[src/wwd_pkg.sv]
/*
 * Shared constants of the window watchdog: state codes, the trigger filter time and the startup reset time.
 * Assumes a 20 MHz reference clock; counts in reference cycles are derived here from times in their own units.
 */
`default_nettype none
package wwd_pkg;
	localparam int unsigned CLK_HZ = 20000000;
	localparam int unsigned CLK_MHZ = CLK_HZ / 1000000;
	// Shortest low time of a trigger pulse that is accepted.
	localparam int unsigned TRIG_MIN_NS = 7000;
	localparam int unsigned TRIG_MIN_CYCLES = (TRIG_MIN_NS * CLK_MHZ + 999) / 1000;
	localparam int unsigned TRIG_CNT_W = 8;
	// Reset pulse length after startup, undervoltage or a watchdog fault.
	localparam int unsigned RESET_TIME_US = 4000;
	localparam int unsigned RESET_CYCLES = RESET_TIME_US * CLK_MHZ;
	// Fallback timeouts while the oscillator pin is shorted or open; plain defaults.
	localparam int unsigned FS_SHORT_US = 10000;
	localparam int unsigned FS_OPEN_US = 50000;
	localparam int unsigned FS_SHORT_CYCLES = FS_SHORT_US * CLK_MHZ;
	localparam int unsigned FS_OPEN_CYCLES = FS_OPEN_US * CLK_MHZ;
	localparam int unsigned TMR_W = 24;
	// Window lengths in watchdog oscillator periods.
	localparam int unsigned LEAD_PERIODS = 7895;
	localparam int unsigned CLOSED_PERIODS = 1053;
	localparam int unsigned OPEN_PERIODS = 1105;
	localparam int unsigned PER_W = 16;
	typedef enum logic [1:0] {
		ST_RESET = 2'h0,
		ST_LEAD = 2'h1,
		ST_CLOSED = 2'h3,
		ST_OPEN = 2'h2
	} wwd_state_t;
endpackage
`default_nettype wire

[src/wwd_window_watchdog.sv]
/*
 * Window watchdog with fail-safe timebase: filters the trigger, times lead, closed and open windows in
 * watchdog oscillator periods and drives the active-low reset output.
 * Assumes all pin inputs are asynchronous to ref_clk_i and that the configuration strobe is on ref_clk_i.
 */
`timescale 1ns/1ps
`default_nettype none
module wwd_window_watchdog
	import wwd_pkg::*;
#(
	parameter int unsigned RESET_CYC = RESET_CYCLES,
	parameter int unsigned FS_SHORT_CYC = FS_SHORT_CYCLES,
	parameter int unsigned FS_OPEN_CYC = FS_OPEN_CYCLES,
	parameter int unsigned LEAD_PER = LEAD_PERIODS,
	parameter int unsigned CLOSED_PER = CLOSED_PERIODS,
	parameter int unsigned OPEN_PER = OPEN_PERIODS
) (
	// Clock and reset
	input wire logic ref_clk_i,
	input wire logic rst_i,
	// Pins from the controller and the analog front end
	input wire logic trigger_in_n_i,
	input wire logic osc_clk_i,
	input wire logic osc_pin_short_i,
	input wire logic osc_pin_open_i,
	input wire logic vcc_uv_i,
	input wire logic strap_disable_i,
	// Configuration words from the serial interface
	input wire logic cfg_wr_i,
	input wire logic cfg_watchdog_disable_bit_i,
	// Reset output and status
	output logic nres_n_o,
	output logic wd_disabled_o
);
	logic [1:0] trig_sync;
	logic trig_d;
	logic [1:0] osc_sync;
	logic osc_d;
	logic [1:0] short_sync;
	logic [1:0] open_sync;
	logic [1:0] uv_sync;
	logic [1:0] strap_sync;
	logic trig_armed;
	logic [TRIG_CNT_W-1:0] low_cnt;
	logic [TRIG_CNT_W-1:0] low_run;
	logic trig_ok;
	logic osc_tick;
	logic fault;
	logic [TMR_W-1:0] fs_limit;
	logic [TMR_W-1:0] tmr;
	logic [PER_W-1:0] per;
	wwd_state_t state;
	wwd_state_t next_state;
	logic restart;
	logic startup;
	logic dis_strap;
	logic dis_cfg;
	logic wdd_pend;
	logic disabled;

	// Every pin passes two flip-flops; only the second stage is read, and trigger and oscillator also keep a delayed copy of it for edge detection.
	always_ff @(posedge ref_clk_i) begin
		if (rst_i) begin
			trig_sync <= 2'h3;
			osc_sync <= 2'h0;
			short_sync <= 2'h0;
			open_sync <= 2'h0;
			uv_sync <= 2'h0;
			strap_sync <= 2'h0;
			trig_d <= 1'b1;
			osc_d <= 1'b0;
		end else begin
			trig_sync <= {trig_sync[0], trigger_in_n_i};
			osc_sync <= {osc_sync[0], osc_clk_i};
			short_sync <= {short_sync[0], osc_pin_short_i};
			open_sync <= {open_sync[0], osc_pin_open_i};
			uv_sync <= {uv_sync[0], vcc_uv_i};
			strap_sync <= {strap_sync[0], strap_disable_i};
			trig_d <= trig_sync[1];
			osc_d <= osc_sync[1];
		end
	end

	assign osc_tick = osc_sync[1] & ~osc_d;
	assign fault = short_sync[1] | open_sync[1];
	// The two pin faults give the two fallback timeouts.
	assign fs_limit = short_sync[1] ? TMR_W'(FS_SHORT_CYC) : TMR_W'(FS_OPEN_CYC);

	// A falling edge arms the filter; the trigger counts once the line has stayed low long enough.
	always_ff @(posedge ref_clk_i) begin
		if (rst_i) begin
			trig_armed <= 1'b0;
			low_cnt <= '0;
		end else if (trig_sync[1]) begin
			trig_armed <= 1'b0;
			low_cnt <= '0;
		end else if (trig_d) begin
			trig_armed <= 1'b1;
			low_cnt <= '0;
		end else if (trig_armed) begin
			low_cnt <= low_cnt + TRIG_CNT_W'(1);
			if (trig_ok) begin
				trig_armed <= 1'b0;
			end
		end
	end

	assign trig_ok = trig_armed & ~trig_sync[1] & (low_cnt == TRIG_CNT_W'(TRIG_MIN_CYCLES - 1));

	// The disable bit only takes effect on the second consecutive set write.
	always_ff @(posedge ref_clk_i) begin
		if (rst_i) begin
			wdd_pend <= 1'b0;
			dis_cfg <= 1'b0;
		end else if (cfg_wr_i) begin
			if (!cfg_watchdog_disable_bit_i) begin
				wdd_pend <= 1'b0;
				dis_cfg <= 1'b0;
			end else if (wdd_pend) begin
				dis_cfg <= 1'b1;
			end else begin
				wdd_pend <= 1'b1;
			end
		end
	end

	// The strap is caught when the startup reset ends, never under reset itself.
	always_ff @(posedge ref_clk_i) begin
		if (rst_i) begin
			startup <= 1'b1;
			dis_strap <= 1'b0;
		end else if (uv_sync[1]) begin
			startup <= 1'b1;
		end else if (startup && state == ST_RESET && next_state == ST_LEAD) begin
			startup <= 1'b0;
			dis_strap <= strap_sync[1];
		end
	end

	assign disabled = dis_cfg | dis_strap;

	always_comb begin
		next_state = state;
		if (uv_sync[1]) begin
			next_state = ST_RESET;
		end else begin
			unique case (state)
				ST_RESET: begin
					if (tmr == TMR_W'(RESET_CYC - 1)) begin
						next_state = ST_LEAD;
					end
				end
				ST_LEAD: begin
					if (disabled) begin
						next_state = ST_LEAD;
					end else if (fault) begin
						if (tmr == fs_limit - TMR_W'(1)) begin
							next_state = ST_RESET;
						end
					end else if (trig_ok) begin
						next_state = ST_CLOSED;
					end else if (osc_tick && per == PER_W'(LEAD_PER - 1)) begin
						next_state = ST_RESET;
					end
				end
				ST_CLOSED: begin
					if (disabled) begin
						next_state = ST_LEAD;
					end else if (fault) begin
						if (tmr == fs_limit - TMR_W'(1)) begin
							next_state = ST_RESET;
						end
					end else if (trig_ok) begin
						next_state = ST_RESET;
					end else if (osc_tick && per == PER_W'(CLOSED_PER - 1)) begin
						next_state = ST_OPEN;
					end
				end
				ST_OPEN: begin
					if (disabled) begin
						next_state = ST_LEAD;
					end else if (fault) begin
						if (tmr == fs_limit - TMR_W'(1)) begin
							next_state = ST_RESET;
						end
					end else if (trig_ok) begin
						next_state = ST_CLOSED;
					end else if (osc_tick && per == PER_W'(OPEN_PER - 1)) begin
						next_state = ST_RESET;
					end
				end
			endcase
		end
	end

	// A disabled watchdog parks in the lead state with cleared counters, so re-enabling grants a full lead time.
	// Undervoltage holds the timer cleared too, so the reset time always runs from its release.
	assign restart = (next_state != state) | (state == ST_LEAD & disabled) | uv_sync[1];

	always_ff @(posedge ref_clk_i) begin
		if (rst_i) begin
			state <= ST_RESET;
			nres_n_o <= 1'b0;
		end else begin
			state <= next_state;
			nres_n_o <= (next_state != ST_RESET);
		end
	end

	// The reference-cycle timer is the fallback timebase while the oscillator pin is faulted.
	always_ff @(posedge ref_clk_i) begin
		if (rst_i || restart) begin
			tmr <= '0;
		end else begin
			tmr <= tmr + TMR_W'(1);
		end
	end

	always_ff @(posedge ref_clk_i) begin
		if (rst_i || restart) begin
			per <= '0;
		end else if (osc_tick) begin
			per <= per + PER_W'(1);
		end
	end

	always_ff @(posedge ref_clk_i) begin
		if (rst_i) begin
			wd_disabled_o <= 1'b0;
		end else begin
			wd_disabled_o <= disabled;
		end
	end

	// Separate run length of the synced low level, so the width check does not lean on the filter's own counter.
	always_ff @(posedge ref_clk_i) begin
		if (rst_i || trig_sync[1]) begin
			low_run <= '0;
		end else if (low_run != '1) begin
			low_run <= low_run + TRIG_CNT_W'(1);
		end
	end
endmodule // wwd_window_watchdog
`default_nettype wire

[config.mk]
export PLATFORM = sky130hd
export DESIGN_NAME = wwd_window_watchdog
export DESIGN_NICKNAME = d
export VERILOG_FILES = /design/src/wwd_pkg.sv /design/src/wwd_window_watchdog.sv
export SDC_FILE = /design/constraint.sdc
export NUM_CORES = 1
export LEC_CHECK = 0
export ABC_AREA = 0
export BUFFER_PORTS_ARGS = -buffer_cell sky130_fd_sc_hd__buf_2
export CAP_MARGIN = 20
export CORE_MARGIN = 3
export CORE_UTILIZATION = 55
export DETAILED_ROUTE_END_ITERATION = 8
export PLACE_DENSITY = 0.78
export SLEW_MARGIN = 20
export SYNTH_ARGS = -nofsm -noshare
export SYNTH_HDL_FRONTEND = slang
export SYNTH_SLANG_ARGS = --single-unit
[constraint.sdc]
create_clock -name ref_clk_i -period 2.3 [get_ports ref_clk_i]
set_clock_uncertainty 0.2 [all_clocks]
set_input_delay 0.23 -clock ref_clk_i [delete_from_list [all_inputs] [get_ports ref_clk_i]]
set_output_delay 0.23 -clock ref_clk_i [all_outputs]
set_load 0.02 [all_outputs]
==> run summary, run 1 <==
The flow ran to the end, but the final reports show violations. The checks that failed: setup timing. The yosys synthesis warning count came out at 0. The clock transition time at the flip-flop clock pins of the worst setup and hold paths is approximately 0.08 ns. The part of the total power dissipated in the clock network is 0.405. Dividing the final minimum period by the clock period gives 1.12. The CTS tree is done. For this run, design rule violations remaining after detail routing come to 0. The fill cell total of the finished layout is ~250. The highest clock rate came out at a little under 400 MHz. The capturing element type of the critical path is a flop.

The maximum number of buffers from clock root to sink is 2. The horizontal extent of the die is ~83 um. The detailed router placed between 3000 and 4000 vias in this run. Setup violations remaining at the end of the flow were counted as between 40 and 50. The root buffer cell is clkbuf_8. Counting flops with an async set or reset pin after synthesis yields a share of 0. The total overflow reported by the global router came out at 0.

The headroom to the max-slew limit is 0.571. Sorting the synthesized cells by how often they occur yields dfxtp_1, nand2_1, nor3_1. For this configuration, the core starts out at a cell density of 0.584.

The critical path data required time came out at around 2.3 ns. The path category of the worst min-delay check is input pin to flop. The number of nets produced by synthesis is ~400. The number of inserted diodes came out at 0. Row generation in the floorplan step produced 27 rows.

The wire length reported by the detailed router came out at between 10000 and 15000 um. The overall fraction of global-route tracks in use is 0.240. The initial antenna violation count came to 0. The maximum resistive drop on vdd is between 400 and 500 uV. Once layout is done, the placed cells without fillers occupy between 0.004 and 0.005 mm^2. The post-detailed-route wirelength per cell is between 20 and 25 um.

The register share of total power came out at 0.545. Summed over all failing endpoints, the final setup total negative slack is -10.41 ns. The netlist area before placement is 0.00330 mm^2. The layout cell share with drive strength beyond 1 came out at 0.321. Summing all placed instances gives a cell area of between 0.003 and 0.004 mm^2. The final setup slack of the worst path came out at -0.287 ns. The utilization after layout is 0.831. The post-synthesis cell type with the largest combined area is dfxtp_1. The worst slack on hold paths is 0.117 ns. Of the total synthesized cell area, the portion taken by full adders, half adders and majority gates is 0.0190.

The number of distinct library cells after synthesis is 39. The simple-gate portion of the synthesized area came out at 0.353. The maximum fanout along the worst path came out at 10.

Across the run, the number of max-cap violations was 0. The cell-internal power came out at around 1.8 mW. The count of input and output buffers is 11.

After synthesis, the largest family of logic cells by area is simple AND/OR/NAND/NOR gates. By instance count, the leading cell after synthesis is dfxtp_1. The die covers 0.00696 mm^2. The compound-cell area share of the yosys netlist came out at 0.0361. The count of boundary I/O pins came out at 12. For this run, the leading register cell type out of synthesis is dfxtp_1.

Compared with the post-synthesis result, the final layout area differs by 42.3%. The total power is ~2.3 mW. The synthesized netlist cell count came out at 387. The number of hold-slack violations in the final timing report was 0.

Of the total power, the share spent switching nets is 0.242. Entering global routing, the biggest net connects 41 pins. The count of nets left with antenna violations once routing finished came out at 0.

The mean area per synthesized cell is 8.52 um^2. The XOR/XNOR share of the synthesized area is 0.114. For this run, the post-layout net count is roughly 480. The net switching power figure is between 0.5 and 0.6 mW.

The sequential share of the synthesized area is 0.431. The number of sinks handled by clock tree synthesis came out at just over 70. The static leakage came out at around 1.8 nW. The number of clock buffers inserted by TritonCTS is 9. The wire length of the first global-routing pass is about 14000 um. The H-tree was split into 3 levels. The actual slew at the worst max-slew pin came out at about 0.64 ns. The fraction of synthesized cell area taken by the top area cell type came out at 0.431.

The multiplexer share of the synthesized area came out at 0.0137. The die is about 83 um tall. The combinational share of power came out at 0.050.

The detailed-placement wirelength estimate is about 4900 um. The global placer's final weighted congestion is between 0.8 and 0.9. The critical path data arrival time is ~2.6 ns. The number of enable-type register cells in the synthesized netlist came out at 0. For the worst-skew pair, the clock arrives at the later sink with an insertion delay of 0.35 ns. In this run, the number of DRC markers left after iteration 0 of detailed routing was just under 400. The power per unit of standard cell area is ~500 mW/mm^2.

By area the synthesized netlist is led by dfxtp_1, xnor2_1, nand2_1. The number of iterations in the first detailed-routing pass came out at 6. The average vias per placed instance came out at between 6 and 7. The number of pins with negative max-slew slack in the final report came to 0. The via count of the first global-routing pass came out at between 2000 and 3000. Setup repair after global routing could not meet its margin everywhere. After synthesis the netlist holds a flip-flop and latch count of between 70 and 80.

STA classifies the critical path startpoint as a flop. The core region area came out at 0.00564 mm^2. The time the final worst path needs with I/O delays and setup is 2.59 ns. The worst setup path is of the flop to flop kind.
metrics by stage:
step	cells	worst slack, ns
after global routing	539	-0.321
final	539	-0.287
after detailed placement	500	-0.146
after CTS	529	-0.0206
after floorplan	387	0.00166
after global placement	500	-0.0676
registers in the layout, indices dropped and copies added, names as in the netlist, 2 cells and up:
signal and count:
osc_sync 2, per 16, state 2, open_sync 2
trig_sync 2, low_cnt 8, strap_sync 2, tmr 24
short_sync 2, uv_sync 2
final cells by class:
class                      count  area, um^2  area share
timing repair buffer          83         771       0.164
inverter                       3        11.3     0.00240
clock buffer                  13         159      0.0339
multi-input combinational    294        2210       0.472
clock inverter                 3        17.5     0.00374
tap                           72        90.1      0.0192
sequential                    71        1430       0.305
cell usage in the layout (no fill, tap or decap), types with 3 or more instances in the layout:
cell type and count:
nor4_2 5, o21ai_0 6, inv_1 3, nor2b_1 13, buf_2 11, and3_1 11
nand2_1 57, dlygate4sd3_1 9, nand4_1 19, nand3b_1 3, nor3_4 13, buf_12 6
clkbuf_8 11, nor2_1 23, a21oi_1 6, nand3_1 12, nor3_1 14, nor3_2 15
dfxtp_1 65, xor2_1 14, or2_2 3, buf_4 51, dfxtp_2 6, xnor2_1 29
ha_1 4, nor4_4 5, and4_1 6, clkbuf_16 4, or3_1 4
per-layer routing:
| metal | GRT usage | up-vias | wire length, um |
|---|---|---|---|
| li1 | - | 1513 | - |
| met1 | 0.298 | 1606 | 4160 |
| met2 | 0.418 | 243 | 5600 |
| met3 | 0.0357 | 78 | 889 |
| met4 | 0.0936 | 0 | 709 |
| met5 | 0 | - | 0 |
critical path, stage by stage (launching register included):
cell	delay (ns)
dfxtp_1	0.35
nor4bb_4	0.30
nand4b_1	0.27
a211oi_4	0.45
buf_4	0.19
o211ai_1	0.12
mux2i_4	0.20
buf_12	0.15
clkbuf_16	0.18
nor3_1	0.07
kinds of logic (layout without fill, tap and decap cells):
family	Yosys count	count (layout)
mux	4	6
compound gates	20	20
simple gates	220	220
fa+ha+maj	5	5
flops	71	71
xor+xnor	43	43
buf+inv	24	102
power groups by stage:
stage,combinational (mW),clock [mW],sequential (mW)
detailed placement,0.0889,0,1.28
global placement,0.0847,0,1.28
finish,0.116,0.935,1.26
CTS,0.102,0.918,1.26
global route,0.123,0.982,1.26
floorplan,0.0474,0,1.28
path summary, 6_finish.rpt:
kind	start	endpoint	slack, ns	cells past startpoint
max	tmr[11]	tmr[0]	-0.29	9
min reg2reg	short_sync[0]	short_sync[1]	0.24	1
min	cfg_wr_i	dis_cfg	0.12	3
max reg2reg	tmr[11]	tmr[0]	-0.29	9
timing repair:
action / in CTS / in global routing
gates resized for setup: 15 / 63
endpoints found under the hold margin: 8 / 0
hold buffers: 9 / 0
gates cloned: 1 / 7
setup buffers: 3 / 3
pin swaps: 7 / 27
endpoints found under the setup margin: 40 / 40
Power figures use the tool's default switching activity.
==> run 2, diff against run 1 <==
CORE_ASPECT_RATIO = 0.9   (was unset)
==> run 2 against run 1 <==
Compared with the run above:
- the flow still finishes with violations (setup timing)
- non-clock buffer count grew 8
- largest power group unchanged
- critical path type unchanged
- flip-flop and latch count is the same
- hold slack gained 0.11 ns
- cell area grew 4.0%
- clock power grew 33%
- maximum frequency shrank 0.57%
- first-iteration DRC count shrank 11%
==> run summary, run 2 (same netlist as run 1, synthesis figures left out) <==
The initial antenna violation count is 0. In this run, CTS created clock tree buffers numbering 9. Entering global routing, the biggest net connects 27 pins. The average vias per placed instance is between 6 and 7.

The combinational share of power is 0.048. STA classifies the critical path startpoint as a flop. The power per unit of standard cell area came out at roughly 540 mW/mm^2. The slowest cell on the critical path is nor3_1. The period utilization is 1.13.

Along the worst path, the maximum fanout reaches 7. The tool flagged a number of max-cap violations equal to 0. The final setup slack of the worst path is -0.302 ns. The die covers 0.00696 mm^2. The critical path in this run is classified as flop to flop.

In this run the number of cells on the critical path is 10. The worst slack on hold paths is approximately 0.23 ns. The cell-internal power is around 2.0 mW. tmr holds more flip-flops than any other register.

The clock transition time at the flip-flop clock pins of the worst setup and hold paths is roughly 0.08 ns. The die outline height came out at 79.4 um. The filler cells instantiated in the layout total 260. The top cell types in the final layout, fill and taps aside, are dfxtp_1, nand2_1, buf_4. The overall fraction of global-route tracks in use is 0.261. In the final layout, the multi-input gates occupy 0.00222 mm^2. Summing all flip-flop and latch instances after layout gives 0.00144 mm^2. The final setup violation count came out at between 40 and 50. The total overflow reported by the global router is 0. The number of hold-slack violations in the final timing report is 0. The worst hold path cell count is 1. The wire length reported by the detailed router came out at 11100 um. Input and output buffers added on the ports amount to 11.

The checks that failed: setup timing. In the final layout, the registers with the most flip-flops are tmr (24), per (16), low_cnt (8). The path category of the worst min-delay check is flop to flop. The via count of the first global-routing pass was about 3100. The core region area came out at 0.00573 mm^2. The number of iterations in the first detailed-routing pass came out at 5. The effective utilization at floorplan came out at 0.576. The register share of total power came out at 0.480.

The number of design rule violations left after detail routing is 0. The path with the worst hold slack has its endpoint at trig_sync[1]. The maximum number of buffers from clock root to sink came out at 2. TritonCTS built the clock tree. The net switching power figure came out at between 0.5 and 0.6 mW. The headroom to the max-slew limit came out at 0.684. The most frequent cell on the critical path is buf_4. The clock drives 71 sinks. The count of nets after finishing came out at just under 500. The count of boundary I/O pins came out at 12.

In this run the clock root is driven by a clkbuf_8. The analysis attributes to cell leakage a power of approximately 1.8 nW. On the worst path, the slowest cell contributes a delay of slightly above 0.4 ns. The layout cell share with drive strength beyond 1 is 0.354. The time the final worst path needs with I/O delays and setup came out at ~2.6 ns.

The highest clock rate is around 380 MHz. The horizontal extent of the die came out at 87.6 um. The post-detailed-route wirelength per cell came out at just over 20 um. The detailed-placement wirelength estimate came out at between 5000 and 6000 um. The combined buffer and inverter count along the critical path came out at 4. The worst setup path is captured at a flop. The part of the total power dissipated in the clock network came out at 0.472. In this run the critical register-to-register path is launched from tmr[18]. The commonest non-fill, non-tap cell in the layout is dfxtp_1. The maximum resistive drop on vdd came out at roughly 770 uV. The count of routing violations after the opening detailed-route iteration came out at about 350. The worst hold path begins at trig_sync[0]. The H-tree generated during clock tree synthesis spans 3 levels. Tracing the worst setup path back leads to its startpoint at tmr[18].

The signal on the critical path passes through buf_4, nor3_1, nand2_1, a211oi_4, buf_4, o211ai_1, mux2i_4, buf_6, buf_12, nor4_4. The global placer's final weighted congestion came out at slightly below 0.9. The critical path data required time is 2.34 ns. The placement row count came out at 26.

The actual slew at the worst max-slew pin is between 0.4 and 0.5 ns. The register with the most flip-flops in the layout has 24 of them. The count of vias placed by the detailed router came out at between 3000 and 4000. Setup repair after global routing could not meet its margin everywhere. The utilization after layout came out at 0.852. For the worst flop-to-flop path, the logic depth is 10. The fraction of power spent switching nets came out at 0.221. The critical path data arrival time came out at roughly 2.6 ns. The number of inserted diodes is 0.

The run finished, with violations left. The number of pins with negative max-slew slack in the final report is 0. The number of antenna-violating nets in the routed design is 0.

The worst-skew pair later-pin latency came out at ~0.36 ns. The post-synthesis to final-layout area growth came out at 48.0%. The worst register-to-register path ends at tmr[10]. The wire length of the first global-routing pass is 14200 um. The internal reg-to-reg setup slack came out at -0.30 ns.

The kind of cell with the highest combined delay along the critical path is simple AND/OR/NAND/NOR gates.
==> run 2: cell count changes in the layout (fill, tap and decap cells not counted), sizes merged <==
cell / change
buf: +6
bufinv: +3
clkbuf: -2
inv: +2
clkinv: -1
clkinvlp: -1
dlygate4sd3: +1
mux2: -1
==> run 2: what timing repair did <==
item                                    4_1_cts  5_1_grt
gates cloned                                  2        6
pin swaps                                    14       42
resized for setup                            33       68
endpoints found under the setup margin       40       41
setup buffers                                 3        5
hold buffers                                 10        0
hold endpoints to repair                     10        0
==> run 2: area by class of cell <==
| class | count | share of cell area |
|---|---|---|
| multi-input cells | 293 | 0.456 |
| flip-flops and latches | 71 | 0.294 |
| repair buffers | 91 | 0.180 |
| clock buffers | 10 | 0.0262 |
| clock inverters | 6 | 0.0239 |
| well taps | 70 | 0.0180 |
| inverters | 3 | 0.00231 |
==> run 2: worst max-delay path by stage <==
stage                   end  slack (ns)
finish              tmr[10]       -0.30
global route        tmr[10]       -0.28
floorplan           tmr[10]       0.002
detailed placement  tmr[19]       -0.12
CTS                  tmr[8]       -0.03
global placement     per[1]       -0.07
==> run 2: power groups by stage <==
stage / logic [mW] / clock network (mW) / registers (mW)
6_report: 0.125 / 1.24 / 1.26
5_1_grt: 0.134 / 1.28 / 1.26
4_1_cts: 0.111 / 1.23 / 1.25
3_5_place_dp: 0.0928 / 0 / 1.28
3_3_place_gp: 0.0910 / 0 / 1.28
2_1_floorplan: 0.0474 / 0 / 1.28
==> run 2: through the flow <==
stage	total power, mW	setup TNS (ns)	std cells	instance area (um^2)	worst slack (ns)
floorplan	1.33	0	387	3300	0.00166
global placement	1.37	-2.28	502	3810	-0.0734
detailed placement	1.38	-4.19	502	3810	-0.119
CTS	2.60	-0.148	533	4360	-0.0290
global route	2.67	-10.32	544	4880	-0.276
finish	2.62	-10.92	544	4880	-0.302
==> run 2: worst reg2reg max path: cells and delay by family (launching register included) <==
| family | cells | cell delay, ns |
|---|---|---|
| and+or+nand+nor | 3 | 0.66 |
| AOI/OAI and AO/OA | 2 | 0.40 |
| muxes | 1 | 0.25 |
| DFF | 1 | 0.36 |
| buffers and inverters | 4 | 0.63 |
==> run 2: layer usage <==
| layer | track usage | wire length, um | vias to the layer above |
|---|---|---|---|
| li1 | - | - | 1531 |
| met1 | 0.317 | 4250 | 1641 |
| met2 | 0.435 | 5430 | 210 |
| met3 | 0.0650 | 898 | 67 |
| met4 | 0.112 | 541 | 0 |
| met5 | 0 | 0 | - |
==> run 3, diff against run 2 <==
SKIP_LAST_GASP = 1   (was unset)
==> run 3 against run 2 <==
Compared with the run above:
- the run still ends with setup timing left
- utilization fell by 6.2 points
- first-iteration DRC count fell by 23%
- sequential share of layout area rose by 2.2 points
- total power fell by 0.75%
- wire length fell by 21%
- critical endpoint is now per[14]
- highest routed layer unchanged
==> run summary, run 3 (same netlist as run 1, synthesis figures left out) <==
TritonCTS built the clock tree. In the final layout, the registers with the most flip-flops are tmr (24), per (16), low_cnt (8). The static leakage is about 1.8 nW. The period utilization is 1.05. The final reports fail on setup timing. The flip-flop count of the largest register after layout is 24. The tool flagged a number of max-cap violations equal to 0. The total overflow reported by the global router came out at 0. The placement row count is 26.

The via count of the first global-routing pass is between 3000 and 4000. In this run the clock root is driven by a clkbuf_8. The headroom to the max-slew limit came out at 0.682.

Setup violations remaining at the end of the flow were counted as 35. The die outline height is just under 80 um. The die covers 0.00696 mm^2.

The average vias per placed instance is 5.91. The layout cell share with drive strength beyond 1 came out at 0.308. The number of antenna-violating nets in the routed design came out at 0. The capturing element type of the critical path is a flop. The post-synthesis to final-layout area growth is 37.2%. The initial antenna violation count came to 0. The first global-routing pass estimated 14000 um of wire. The count of input and output buffers is 11. The number of design rule violations left after detail routing is 0.

The detailed-placement wirelength estimate is approximately 5000 um. The final setup slack of the worst path is -0.108 ns. The number of clock buffers inserted by TritonCTS is 9. More flip-flops sit in one register than any other, and that register is tmr.

STA classifies the critical path startpoint as a flop. The run finished, with violations left. The stage delay of the slowest cell on the critical path came out at around 0.40 ns. The clock reaches the later pin of the worst-skew pair after ~0.35 ns. Counting I/O delays and the setup requirement, the final critical path takes 2.41 ns. The number of inserted diodes is 0. The horizontal extent of the die is a little under 90 um.

The clock passes through at most 2 buffers. The H-tree depth reported by CTS came out at 3. The most critical setup path has its startpoint at tmr[20]. The number of sinks handled by clock tree synthesis is 71. Summing all non-filler instances in the final layout gives an area of ~0.0045 mm^2. The maximum fanout along the worst path came out at 10. In the layout the commonest cells are dfxtp_1, nand2_1, buf_4. The number of iterations in the first detailed-routing pass came out at 5. The highest clock rate is 415 MHz. For this design, the slowest cell found on the critical path is mux2_4. The critical path data arrival time came out at about 2.5 ns.

The number of hold-slack violations in the final timing report is 0. The wire length reported by the detailed router is 8750 um. The largest net degree at the start of global routing came out at 27.

The critical path data required time is 2.36 ns. The count of nets after finishing is 475. In this run the power density over the cells is ~570 mW/mm^2. The global placer's final weighted congestion is a little under 0.9. The effective utilization at floorplan is 0.576. The actual slew at the worst max-slew pin is ~0.48 ns. OpenSTA, run right after detailed placement, puts the worst setup slack at -0.119 ns. The number of pins with negative max-slew slack in the final report came to 0. The clock transition time at the flip-flop clock pins of the worst setup and hold paths came out at ~0.08 ns. The startpoint identified for the worst register-to-register timing path is tmr[20]. The count of vias placed by the detailed router is around 3200. Setup repair after global routing could not meet its margin everywhere. The core region area came out at 0.00573 mm^2.

The maximum resistive drop on vdd came out at 689 uV. In this run the most critical hold path is launched from trig_sync[0]. In the global route stage, overall resource usage came out at 0.257. Leaving out fill and tap cells, the most frequent cell in the layout is dfxtp_1. The tightest min-delay check is of the flop to flop type.

The utilization after layout came out at 0.790. The critical path goes through nor4_2, buf_4, nand4_4, a211oi_4, o22ai_2, mux2_4, buf_16, nor3_1. The category of the critical setup timing path is flop to flop. The count of boundary I/O pins is 12.

The count of routing violations after the opening detailed-route iteration is roughly 270. The placed cell area came out at between 0.003 and 0.004 mm^2. The post-detailed-route wirelength per cell is 16.3 um.
run 3: final timing paths:
kind	to	slack, ns	depth (start not counted)
worst max-delay path	per[14]	-0.11	8
worst min register to register	trig_sync[1]	0.23	1
worst min-delay path	trig_sync[1]	0.23	1
worst max register to register	per[14]	-0.11	8
run 3: stage by stage:
stage / power [mW] / setup TNS, ns / std cells / hold WS, ns
after global routing: 2.67 / -5.97 / 535 / 0.245
after global placement: 1.37 / -2.28 / 502 / 0.194
after floorplan: 1.33 / 0 / 387 / 0.134
after CTS: 2.60 / -0.239 / 533 / 0.220
after detailed placement: 1.38 / -4.19 / 502 / 0.199
final: 2.60 / -1.65 / 535 / 0.230
run 3: report_power, final:
| group | switching (mW) | total, mW | internal, mW | leakage, nW |
|---|---|---|---|---|
| sequential | 0.0106 | 1.26 | 1.25 | 0.580 |
| clock | 0.488 | 1.22 | 0.730 | 0.121 |
| combinational | 0.0573 | 0.120 | 0.0631 | 1.07 |
run 3: per-layer routing:
layer / global-route usage / vias to the layer above / share of wire / wire length [um]
li1: - / 1510 / - / -
met1: 0.311 / 1513 / 0.42 / 3700
met2: 0.431 / 120 / 0.50 / 4370
met3: 0.0630 / 18 / 0.053 / 462
met4: 0.109 / 0 / 0.025 / 217
met5: 0 / - / 0 / 0
run 3: timing repair:
action                                 4_1_cts  5_1_grt
hold buffers                                10        0
endpoints found under the hold margin       10        0
buffers inserted                             3        2
pin swaps                                   10       18
cloned                                       2        0
setup endpoints to repair                   40       41
resized for setup                           23       38
run 3: worst max-delay path, delay by kind of cell, from the launching register on:
| kind | cells | cell delay, ns |
|---|---|---|
| and+or+nand+nor | 3 | 0.61 |
| AOI/OAI and AO/OA | 2 | 0.42 |
| DFF | 1 | 0.33 |
| muxes | 1 | 0.40 |
| buffers and inverters | 2 | 0.35 |
run 3: area by class of cell:
| type | count | area, um^2 |
|---|---|---|
| Inverter | 3 | 11.3 |
| Clock inverter | 6 | 116 |
| Clock buffer | 10 | 128 |
| Tap cell | 70 | 87.6 |
| Fill cell | 338 | 1200 |
| Sequential cell | 71 | 1430 |
| Timing Repair Buffer | 82 | 682 |
| Multi-Input combinational cell | 293 | 2070 |
